`src/verilog/lcddc_pkg.sv`:
```
// Package of register map, field positions and timing counts for the LCD drive control block
package lcddc_pkg;
  // Offsets are word indices; the bus byte address is four times the index
  localparam logic [15:0] LCDDC_BOOST_OFF    = 16'h2020;
  localparam logic [15:0] LCDDC_DISPLAY_OFF  = 16'h2021;
  localparam logic [15:0] LCDDC_STATUS_OFF   = 16'h2024;
  localparam int          LCDDC_BOOST_BIT    = 7;
  localparam int          LCDDC_ENABLE_BIT   = 5;
  localparam int          LCDDC_RATE_LSB     = 0;
  localparam int          LCDDC_RATE_W       = 2;
  localparam logic [7:0]  LCDDC_BOOST_RESET  = 8'h00;
  localparam logic [7:0]  LCDDC_DISPLAY_RESET = 8'h00;
  localparam int          LCDDC_BASE_DIV_LOG2 = 7;
  localparam int          LCDDC_RATE_SLOW_LOG2 = 9;
  localparam int          LCDDC_DIV_W        = LCDDC_BASE_DIV_LOG2 + LCDDC_RATE_SLOW_LOG2;
  localparam int          LCDDC_COM_N        = 4;
  localparam int          LCDDC_SEG_N        = 8;
  localparam logic [1:0]  LCDDC_RESP_OKAY    = 2'b00;
  localparam logic [1:0]  LCDDC_RESP_SLVERR  = 2'b10;
  typedef enum logic [1:0] {
    LCDDC_W_IDLE = 2'b00,
    LCDDC_W_RESP = 2'b01
  } lcddc_wstate_t;
endpackage : lcddc_pkg

```
`src/verilog/lcddc_sync.sv`:
```
// Three-flop synchroniser that reports a change once the last two stages agree
`timescale 1ns/10ps
`default_nettype none
module lcddc_sync
  import lcddc_pkg::*;
(
  // Clock and reset
  input  wire logic clk_i,
  input  wire logic sys_rst_i,
  // Pin and filtered level
  input  wire logic async_i,
  output logic      level_o
);
  logic [2:0] stage;
  logic [2:0] next_stage;
  logic       level;
  logic       next_level;

  always_comb begin
    next_stage = {stage[1:0], async_i};
    next_level = (stage[2] == stage[1]) ? stage[2] : level;
  end

  always_ff @(posedge clk_i) begin
    if (sys_rst_i) begin
      stage <= 3'h0;
      level <= 1'b0;
    end else begin
      stage <= next_stage;
      level <= next_level;
    end
  end

  assign level_o = level;
endmodule : lcddc_sync
`default_nettype wire

```
`src/verilog/lcddc_rate.sv`:
```
// Rate divider: base clock over 128, then one of four glass update rates
`timescale 1ns/10ps
`default_nettype none
module lcddc_rate
  import lcddc_pkg::*;
(
  // Clock and reset
  input  wire logic                    clk_i,
  input  wire logic                    sys_rst_i,
  // Control
  input  wire logic                    run_i,
  input  wire logic [LCDDC_RATE_W-1:0] glass_rate_select_i,
  // Update tick
  output logic                         tick_o
);
  logic [LCDDC_DIV_W-1:0] count;
  logic [LCDDC_DIV_W-1:0] next_count;
  logic [LCDDC_DIV_W-1:0] mask;

  // 00 -> 2^16 cycles, 11 -> 2^13 cycles of the converter clock
  always_comb begin
    mask       = LCDDC_DIV_W'({LCDDC_DIV_W{1'b1}} >> glass_rate_select_i);
    next_count = run_i ? count + 1'b1 : '0;
  end

  always_ff @(posedge clk_i) begin
    if (sys_rst_i) begin
      count <= '0;
    end else begin
      count <= next_count;
    end
  end

  assign tick_o = run_i && ((count & mask) == mask);
endmodule : lcddc_rate
`default_nettype wire

```
`src/verilog/lcddc_top.sv`:
```
// LCD drive control: AXI4-Lite registers, rate divider, glass drive and watchdog strap
`timescale 1ns/10ps
`default_nettype none
module lcddc_top
  import lcddc_pkg::*;
(
  // Clock and reset (converter clock domain)
  input  wire logic                   clk_i,
  input  wire logic                   sys_rst_i,
  // AXI4-Lite write address and data
  input  wire logic [15:0]            s_axi_awaddr_i,
  input  wire logic                   s_axi_awvalid_i,
  output logic                        s_axi_awready_o,
  input  wire logic [31:0]            s_axi_wdata_i,
  input  wire logic [3:0]             s_axi_wstrb_i,
  input  wire logic                   s_axi_wvalid_i,
  output logic                        s_axi_wready_o,
  // AXI4-Lite write response
  output logic [1:0]                  s_axi_bresp_o,
  output logic                        s_axi_bvalid_o,
  input  wire logic                   s_axi_bready_i,
  // AXI4-Lite read
  input  wire logic [15:0]            s_axi_araddr_i,
  input  wire logic                   s_axi_arvalid_i,
  output logic                        s_axi_arready_o,
  output logic [31:0]                 s_axi_rdata_o,
  output logic [1:0]                  s_axi_rresp_o,
  output logic                        s_axi_rvalid_o,
  input  wire logic                   s_axi_rready_i,
  // Glass drive
  output logic [LCDDC_COM_N-1:0]      common_drive_o,
  output logic [LCDDC_SEG_N-1:0]      segment_drive_o,
  input  wire logic [LCDDC_SEG_N-1:0] segment_pattern_i,
  output logic                        bias_level_top_o,
  output logic                        bias_level_mid_o,
  output logic                        bias_level_low_o,
  output logic                        boost_enable_o,
  // Watchdog strap
  input  wire logic                   watchdog_disable_sense_i,
  output logic                        watchdog_enable_o
);
  // Register state
  logic [7:0]              boost_reg;
  logic [7:0]              display_reg;
  logic [7:0]              next_boost_reg;
  logic [7:0]              next_display_reg;
  // Write channel state
  lcddc_wstate_t           wstate;
  lcddc_wstate_t           next_wstate;
  logic                    aw_held;
  logic                    next_aw_held;
  logic                    w_held;
  logic                    next_w_held;
  logic [15:0]             aw_addr;
  logic [15:0]             next_aw_addr;
  logic [31:0]             w_data;
  logic [31:0]             next_w_data;
  logic                    w_lane0;
  logic                    next_w_lane0;
  logic [1:0]              bresp;
  logic [1:0]              next_bresp;
  // Read channel state
  logic                    rvalid;
  logic                    next_rvalid;
  logic [31:0]             rdata;
  logic [31:0]             next_rdata;
  logic [1:0]              rresp;
  logic [1:0]              next_rresp;
  // Glass state
  logic [LCDDC_COM_N-1:0]  com_phase;
  logic [LCDDC_COM_N-1:0]  next_com_phase;
  logic [LCDDC_SEG_N-1:0]  seg_q;
  logic [LCDDC_SEG_N-1:0]  next_seg_q;
  logic                    wd_enable;
  logic                    next_wd_enable;
  // Derived
  logic                    display_on;
  logic [LCDDC_RATE_W-1:0] rate_sel;
  logic                    tick;
  logic                    sense_level;
  logic                    do_write;

  assign display_on = display_reg[LCDDC_ENABLE_BIT];
  assign rate_sel   = display_reg[LCDDC_RATE_LSB +: LCDDC_RATE_W];

  lcddc_rate lcddc_rate_inst (
    .clk_i               (clk_i),
    .sys_rst_i           (sys_rst_i),
    .run_i               (display_on),
    .glass_rate_select_i (rate_sel),
    .tick_o              (tick)
  );

  lcddc_sync lcddc_sync_inst (
    .clk_i     (clk_i),
    .sys_rst_i (sys_rst_i),
    .async_i   (watchdog_disable_sense_i),
    .level_o   (sense_level)
  );

  // Write path: address and data are taken in either order, then one response
  assign do_write = (wstate == LCDDC_W_IDLE) && aw_held && w_held;

  always_comb begin
    next_wstate      = wstate;
    next_aw_held     = aw_held;
    next_w_held      = w_held;
    next_aw_addr     = aw_addr;
    next_w_data      = w_data;
    next_w_lane0     = w_lane0;
    next_bresp       = bresp;
    next_boost_reg   = boost_reg;
    next_display_reg = display_reg;
    case (wstate)
      LCDDC_W_IDLE: begin
        if (s_axi_awvalid_i && !aw_held) begin
          next_aw_held = 1'b1;
          next_aw_addr = s_axi_awaddr_i;
        end
        if (s_axi_wvalid_i && !w_held) begin
          next_w_held  = 1'b1;
          next_w_data  = s_axi_wdata_i;
          next_w_lane0 = s_axi_wstrb_i[0];
        end
        if (do_write) begin
          next_bresp = LCDDC_RESP_OKAY;
          // Whole byte replaced; software must read-modify-write one field
          // Word index decode keeps the two neighbouring registers apart
          if (aw_addr[15:2] == LCDDC_BOOST_OFF[13:0]) begin
            if (w_lane0) next_boost_reg = w_data[7:0];
          end else if (aw_addr[15:2] == LCDDC_DISPLAY_OFF[13:0]) begin
            if (w_lane0) next_display_reg = w_data[7:0];
          end else begin
            next_bresp = LCDDC_RESP_SLVERR;
          end
          next_aw_held = 1'b0;
          next_w_held  = 1'b0;
          next_wstate  = LCDDC_W_RESP;
        end
      end
      LCDDC_W_RESP: begin
        if (s_axi_bready_i) next_wstate = LCDDC_W_IDLE;
      end
      default: next_wstate = LCDDC_W_IDLE;
    endcase
  end

  always_ff @(posedge clk_i) begin
    if (sys_rst_i) begin
      wstate      <= LCDDC_W_IDLE;
      aw_held     <= 1'b0;
      w_held      <= 1'b0;
      aw_addr     <= 16'h0000;
      w_data      <= 32'h0000_0000;
      w_lane0     <= 1'b0;
      bresp       <= LCDDC_RESP_OKAY;
      boost_reg   <= LCDDC_BOOST_RESET;
      display_reg <= LCDDC_DISPLAY_RESET;
    end else begin
      wstate      <= next_wstate;
      aw_held     <= next_aw_held;
      w_held      <= next_w_held;
      aw_addr     <= next_aw_addr;
      w_data      <= next_w_data;
      w_lane0     <= next_w_lane0;
      bresp       <= next_bresp;
      boost_reg   <= next_boost_reg;
      display_reg <= next_display_reg;
    end
  end

  assign s_axi_awready_o = (wstate == LCDDC_W_IDLE) && !aw_held;
  assign s_axi_wready_o  = (wstate == LCDDC_W_IDLE) && !w_held;
  assign s_axi_bvalid_o  = (wstate == LCDDC_W_RESP);
  assign s_axi_bresp_o   = bresp;

  // Read path: one cycle from address to data
  always_comb begin
    next_rvalid = rvalid;
    next_rdata  = rdata;
    next_rresp  = rresp;
    if (rvalid) begin
      if (s_axi_rready_i) next_rvalid = 1'b0;
    end else if (s_axi_arvalid_i) begin
      next_rvalid = 1'b1;
      next_rresp  = LCDDC_RESP_OKAY;
      if (s_axi_araddr_i[15:2] == LCDDC_BOOST_OFF[13:0]) begin
        next_rdata = {24'h000000, boost_reg};
      end else if (s_axi_araddr_i[15:2] == LCDDC_DISPLAY_OFF[13:0]) begin
        next_rdata = {24'h000000, display_reg};
      end else if (s_axi_araddr_i[15:2] == LCDDC_STATUS_OFF[13:0]) begin
        next_rdata = {30'h0000_0000, sense_level, wd_enable};
      end else begin
        next_rdata = 32'h0000_0000;
        next_rresp = LCDDC_RESP_SLVERR;
      end
    end
  end

  always_ff @(posedge clk_i) begin
    if (sys_rst_i) begin
      rvalid <= 1'b0;
      rdata  <= 32'h0000_0000;
      rresp  <= LCDDC_RESP_OKAY;
    end else begin
      rvalid <= next_rvalid;
      rdata  <= next_rdata;
      rresp  <= next_rresp;
    end
  end

  assign s_axi_arready_o = !rvalid;
  assign s_axi_rvalid_o  = rvalid;
  assign s_axi_rdata_o   = rdata;
  assign s_axi_rresp_o   = rresp;

  // Glass drive: a walking common and latched segments, stepping only on the tick
  always_comb begin
    next_com_phase = com_phase;
    next_seg_q     = seg_q;
    next_wd_enable = !sense_level;
    if (!display_on) begin
      next_com_phase = '0;
      next_seg_q     = '0;
    end else if (tick) begin
      next_com_phase = (com_phase == '0) ? LCDDC_COM_N'(1)
                     : {com_phase[LCDDC_COM_N-2:0], com_phase[LCDDC_COM_N-1]};
      next_seg_q     = segment_pattern_i;
    end
  end

  always_ff @(posedge clk_i) begin
    if (sys_rst_i) begin
      com_phase <= '0;
      seg_q     <= '0;
      wd_enable <= 1'b1;
    end else begin
      com_phase <= next_com_phase;
      seg_q     <= next_seg_q;
      wd_enable <= next_wd_enable;
    end
  end

  // Gating on the live bit as well makes the outputs drop in the cycle after the write
  assign common_drive_o    = display_on ? com_phase : '0;
  assign segment_drive_o   = display_on ? seg_q : '0;
  assign bias_level_top_o  = display_on;
  assign bias_level_mid_o  = display_on;
  assign bias_level_low_o  = display_on;
  assign boost_enable_o    = boost_reg[LCDDC_BOOST_BIT];
  assign watchdog_enable_o = wd_enable;

  // Checks
  property p_off_ground;
    @(posedge clk_i) disable iff (sys_rst_i)
      !display_on |-> (common_drive_o == '0) && (segment_drive_o == '0) && !bias_level_top_o;
  endproperty
  a_off_ground: assert property (p_off_ground) else $error("drive while disabled");

  property p_com_steady;
    @(posedge clk_i) disable iff (sys_rst_i)
      display_on && $past(display_on) && !$past(tick) |-> $stable(com_phase);
  endproperty
  a_com_steady: assert property (p_com_steady) else $error("common moved off tick");

  property p_boost_follow;
    @(posedge clk_i) disable iff (sys_rst_i)
      do_write && (aw_addr[15:2] == LCDDC_BOOST_OFF[13:0]) && w_lane0
      |=> boost_enable_o == $past(w_data[7]);
  endproperty
  a_boost_follow: assert property (p_boost_follow) else $error("boost not written");

  property p_disp_write;
    @(posedge clk_i) disable iff (sys_rst_i)
      do_write && (aw_addr[15:2] == LCDDC_DISPLAY_OFF[13:0]) && w_lane0
      |=> display_reg == $past(w_data[7:0]);
  endproperty
  a_disp_write: assert property (p_disp_write) else $error("byte not written");

  property p_readback;
    @(posedge clk_i) disable iff (sys_rst_i)
      !rvalid && s_axi_arvalid_i && (s_axi_araddr_i[15:2] == LCDDC_DISPLAY_OFF[13:0])
      |=> rvalid && (rdata[7:0] == $past(display_reg));
  endproperty
  a_readback: assert property (p_readback) else $error("bad readback");

  property p_wd_high;
    @(posedge clk_i) disable iff (sys_rst_i)
      sense_level |=> !watchdog_enable_o;
  endproperty
  a_wd_high: assert property (p_wd_high) else $error("watchdog on at strap");

  property p_wd_low;
    @(posedge clk_i) disable iff (sys_rst_i)
      !sense_level |=> watchdog_enable_o;
  endproperty
  a_wd_low: assert property (p_wd_low) else $error("watchdog off low");

  property p_tick_rate;
    @(posedge clk_i) disable iff (sys_rst_i)
      tick && (rate_sel == 2'b11) && display_on |=> !tick [*8];
  endproperty
  a_tick_rate: assert property (p_tick_rate) else $error("ticks too close");

  property p_com_on;
    @(posedge clk_i) disable iff (sys_rst_i)
      display_on && tick |=> display_on |-> (common_drive_o != '0);
  endproperty
  a_com_on: assert property (p_com_on) else $error("no common drive");
endmodule : lcddc_top
`default_nettype wire

```
`config.mk`:
```
export PLATFORM = sky130hd
export DESIGN_NAME = lcddc_top
export DESIGN_NICKNAME = d
export VERILOG_FILES = /design/src/verilog/lcddc_pkg.sv /design/src/verilog/lcddc_sync.sv /design/src/verilog/lcddc_rate.sv /design/src/verilog/lcddc_top.sv
export SDC_FILE = /design/constraint.sdc
export NUM_CORES = 1
export LEC_CHECK = 0
export ABC_AREA = 1
export BUFFER_PORTS_ARGS = -buffer_cell sky130_fd_sc_hd__buf_2
export CAP_MARGIN = 20
export CORE_MARGIN = 2
export CORE_UTILIZATION = 49
export CTS_CLUSTER_DIAMETER = 50
export DETAILED_ROUTE_END_ITERATION = 8
export PLACE_DENSITY = 0.85
export SLEW_MARGIN = 20
export SYNTH_ARGS = -nofsm -noshare
export SYNTH_HDL_FRONTEND = slang
export SYNTH_SLANG_ARGS = --single-unit
```
`constraint.sdc`:
```
create_clock -name clk_i -period 2.04 [get_ports clk_i]
set_input_delay 0 -clock clk_i [delete_from_list [all_inputs] [get_ports clk_i]]
set_output_delay 0 -clock clk_i [all_outputs]
set_load 0.02 [all_outputs]
```
==> impl_metrics.csv <==
group,metric,value,unit
sta,grt_setup_unrepaired,"no",
run,drv_cap,0,
cts,clk_path_buf_depth,2,
final_layout,reg.largest.list,"lcddc_rate_inst.count x16, aw_addr x14",
detailed_routing,drc_errors,0,
sta,setup_violations,0,
detailed_routing,drt-met1-wl,3.68,mm
final_layout,final_cell_mix,"nor2_1 (137), nand2_1 (97), dfxtp_1 (86)",
setup_path,startpoint_type,"register",
global_route,grt_max_degree,43,
cts,cts_tree,"done",
global_route,grt_pass1_wl,14.1,mm
setup_path,crit_slowest_cell,"nor2_4",
final_layout,num-nets-final,754,
setup_path,cp_top_family,"simple AND/OR/NAND/NOR gates",
final_layout,drive_gt1_share,19.1,%
detailed_routing,drt_iter0_markers,116,
final_layout,layout.cells.non_filler,776,
floorplanning,start_util,50.5,%
placement,portBuffers,84,
detailed_routing,via_count,3570,
detailed_routing,dr.pass1.iters,4,
setup_path,crit_chain,"ha_1 -> nand2_2 -> nor2_4 -> nand2_2 -> nor2_8 -> nand3_4 -> nor2_4 -> inv_2 -> nor2_1 -> nor2_1",
setup_path,cp_max_fo,22,
floorplanning,die_w,93.0,µm
setup_path,reg2reg_slack,0.25,ns
logic_synthesis,yosysWarnings,0,
setup_path,cp.arrival,2.04,ns
final_layout,regMostFlops,"lcddc_rate_inst.count",
floorplanning,dieArea,8650,µm²
logic_synthesis,syn_avg_cell_area,6.96,µm²
setup_path,crit_required,2.29,ns
sta,finalSetupTns,0,ns
sta,fmax,558,MHz
cts,path_clk_slew,0.09,ns
final_layout,fillers,665,
sta,period_needed,1.79,ns
detailed_routing,wl_met3,442,µm
floorplanning,core,7690,µm²
setup_path,cpPeakStageDelay,0.39,ns
power_and_ir_drop,irDropWorstVdd,0.000494,V
global_route,gr-usage-all-layers,20.1,%
setup_path,reg2reg_depth,10,
power_and_ir_drop,power_density,748,nW/µm²
placement,place_congestion,0.800,
setup_path,critPathCaptureType,"register",
worst_hold_path,holdPathEnd,"lcddc_sync_inst.stage[1]$_SDFF_PP0_",
sta,period_share,87.9,%
logic_synthesis,yosys.area.top_type_share,44.3,%
floorplanning,row_count,32,
global_route,grt-ovfl-total,0,
power_and_ir_drop,p_leak,2.30,nW
sta,max_slew.worst_pin.slew,0.571,ns
sta,hold_viol,0,
cts,cts_resized,0,
sta,fin_skew,0.0132,ns
detailed_routing,detail_route.wl_per_cell,10.8,µm
global_route,grt_pass1_vias,3342,
logic_synthesis,syn-cell-area,3880,µm²
setup_path,critPathBufInv,1,
final_layout,syn_to_final_growth,24.8,%
setup_path,r2r-start,"lcddc_rate_inst.count[0]$_SDFF_PP0_",
detailed_routing,ant_nets,0,
logic_synthesis,synthDistinctLibCells,35,
setup_path,critPathKind,"register to register",
detailed_routing,routed_via_density,4.60,
sta,max-slew-margin-rel,61.8,%
worst_hold_path,min_from,"sys_rst_i",
setup_path,r2r_end,"seg_q[3]$_SDFFE_PP0P_",
final_layout,layout_commonest_cell,"nor2_1",
cts,cts_inserted_buffers,9,
floorplanning,fp.dieH,93.0,µm
logic_synthesis,seq_area_frac_synth,44.3,%
sta,maxSlewViolCount,0,
logic_synthesis,ys_ff_latch,86,
cts,clock_latency,0.35,ns
cts,htreeDepth,3,
logic_synthesis,synthCells,558,
final_layout,antenna_cells,0,
worst_hold_path,min_path_cells,2,
detailed_routing,met2_wirelength,4.21,mm
detailed_routing,top_layer,"met4",
logic_synthesis,yosys.area.top_type,"dfxtp_1",
placement,hpwl,5.56,mm
floorplanning,io_pins,142,
placement,post-place-cells,725,
final_layout,largest_reg_flops,16,
logic_synthesis,synth_area_leaders,"dfxtp_1 (44%), nor2_1 (13%), nand2_1 (9.4%)",
cts,cts.sinks,86,
worst_hold_path,worst_hold_path_type,"input port to register",
global_route,antenna_found_initial,0,
detailed_routing,totalWireLength,8.41,mm
cts,cts.root.buffer_cell,"clkbuf_8",
run_status,status,"finished, final reports clean",
-- worst max-delay path by stage --
stage / endpoint / from / cells after the start / slack [ns]
3_3_place_gp: seg_q[1]$_SDFFE_PP0P_ / lcddc_rate_inst.count[0]$_SDFF_PP0_ / 10 / 0.31
5_1_grt: seg_q[3]$_SDFFE_PP0P_ / lcddc_rate_inst.count[0]$_SDFF_PP0_ / 10 / 0.03
4_1_cts: seg_q[3]$_SDFFE_PP0P_ / lcddc_rate_inst.count[0]$_SDFF_PP0_ / 10 / 0.23
2_1_floorplan: com_phase[0]$_SDFFE_PP0P_ / lcddc_rate_inst.count[0]$_SDFF_PP0_ / 11 / 0.56
3_5_place_dp: seg_q[3]$_SDFFE_PP0P_ / lcddc_rate_inst.count[0]$_SDFF_PP0_ / 10 / 0.24
6_report: seg_q[3]$_SDFFE_PP0P_ / lcddc_rate_inst.count[0]$_SDFF_PP0_ / 10 / 0.25
-- power breakdown --
group | switching (mW) | internal (mW)
Clock | 0.605 | 0.857
Sequential | 0.0383 | 1.74
Combinational | 0.229 | 0.155
-- cells in the mapped netlist, drive strengths merged --
cell and n:
nor2 144, nand2 99, dfxtp 86, inv 72, o21ai 44, buf 36, a21oi 21, nand3 19
clkbuf 10, o211ai 6, nand4 3, nor3 3, o21a 3, a211oi 2, a31oi 2, clkinv 2
and2 1, conb 1, ha 1, nor3b 1, o211a 1, xor2 1
-- stage by stage --
step                      power [mW]  utilization (%)  worst slack (ns)  area [µm²]  hold WS, ns
final                           3.63             63.0             0.247        4850       0.0402
after floorplan                 2.08                -             0.558        3980        0.107
after global placement          2.13             55.2             0.313        4240        0.201
after CTS                       3.65             63.0             0.227        4850       0.0117
after detailed placement        2.15             55.2             0.236        4240        0.207
after global routing            3.78             63.0            0.0334        4850       0.0339
-- cells by family (layout without fill, tap and decap cells) --
| kind of cell | after synthesis | after routing | synth area share, % |
|---|---|---|---|
| flops | 86 | 86 | 44.3 |
| other cells | 1 | 26 | 0.0966 |
| simple gates | 270 | 270 | 29.1 |
| compound gates | 79 | 79 | 11.1 |
| xor+xnor | 1 | 1 | 0.226 |
| fa+ha+maj | 1 | 1 | 0.322 |
| buf+inv | 120 | 211 | 14.9 |
-- layer usage --
metal,vias up,track usage [%]
met5,-,0
met4,0,4.41
met3,13,5.88
li1,1888,-
met2,107,36.7
met1,1562,23.1
-- worst reg2reg max path, delay by kind of cell (launching register included) --
family	cells	cell delay (ns)
adders and majority gates	1	0.19
buffers and inverters	1	0.09
DFF	1	0.35
and+or+nand+nor	8	1.08
-- area by class of cell --
cell class                      instances  area, µm²  area share (%)
Clock buffer                           10        138            2.84
Tap cell                              102        128            2.63
Multi-Input combinational cell        377       1680            34.7
Sequential cell                        86       1720            35.5
Timing Repair Buffer                  121        786            16.2
Clock inverter                          6        116            2.40
Inverter                               74        278            5.73
-- what timing repair did --
action | 4_1_cts | 5_1_grt
hold endpoints to repair | 36 | 0
hold buffers | 35 | 0
buffers inserted | 0 | 0
endpoints found under the setup margin | 0 | 0
No activity file was read; power rests on OpenSTA's default activity.
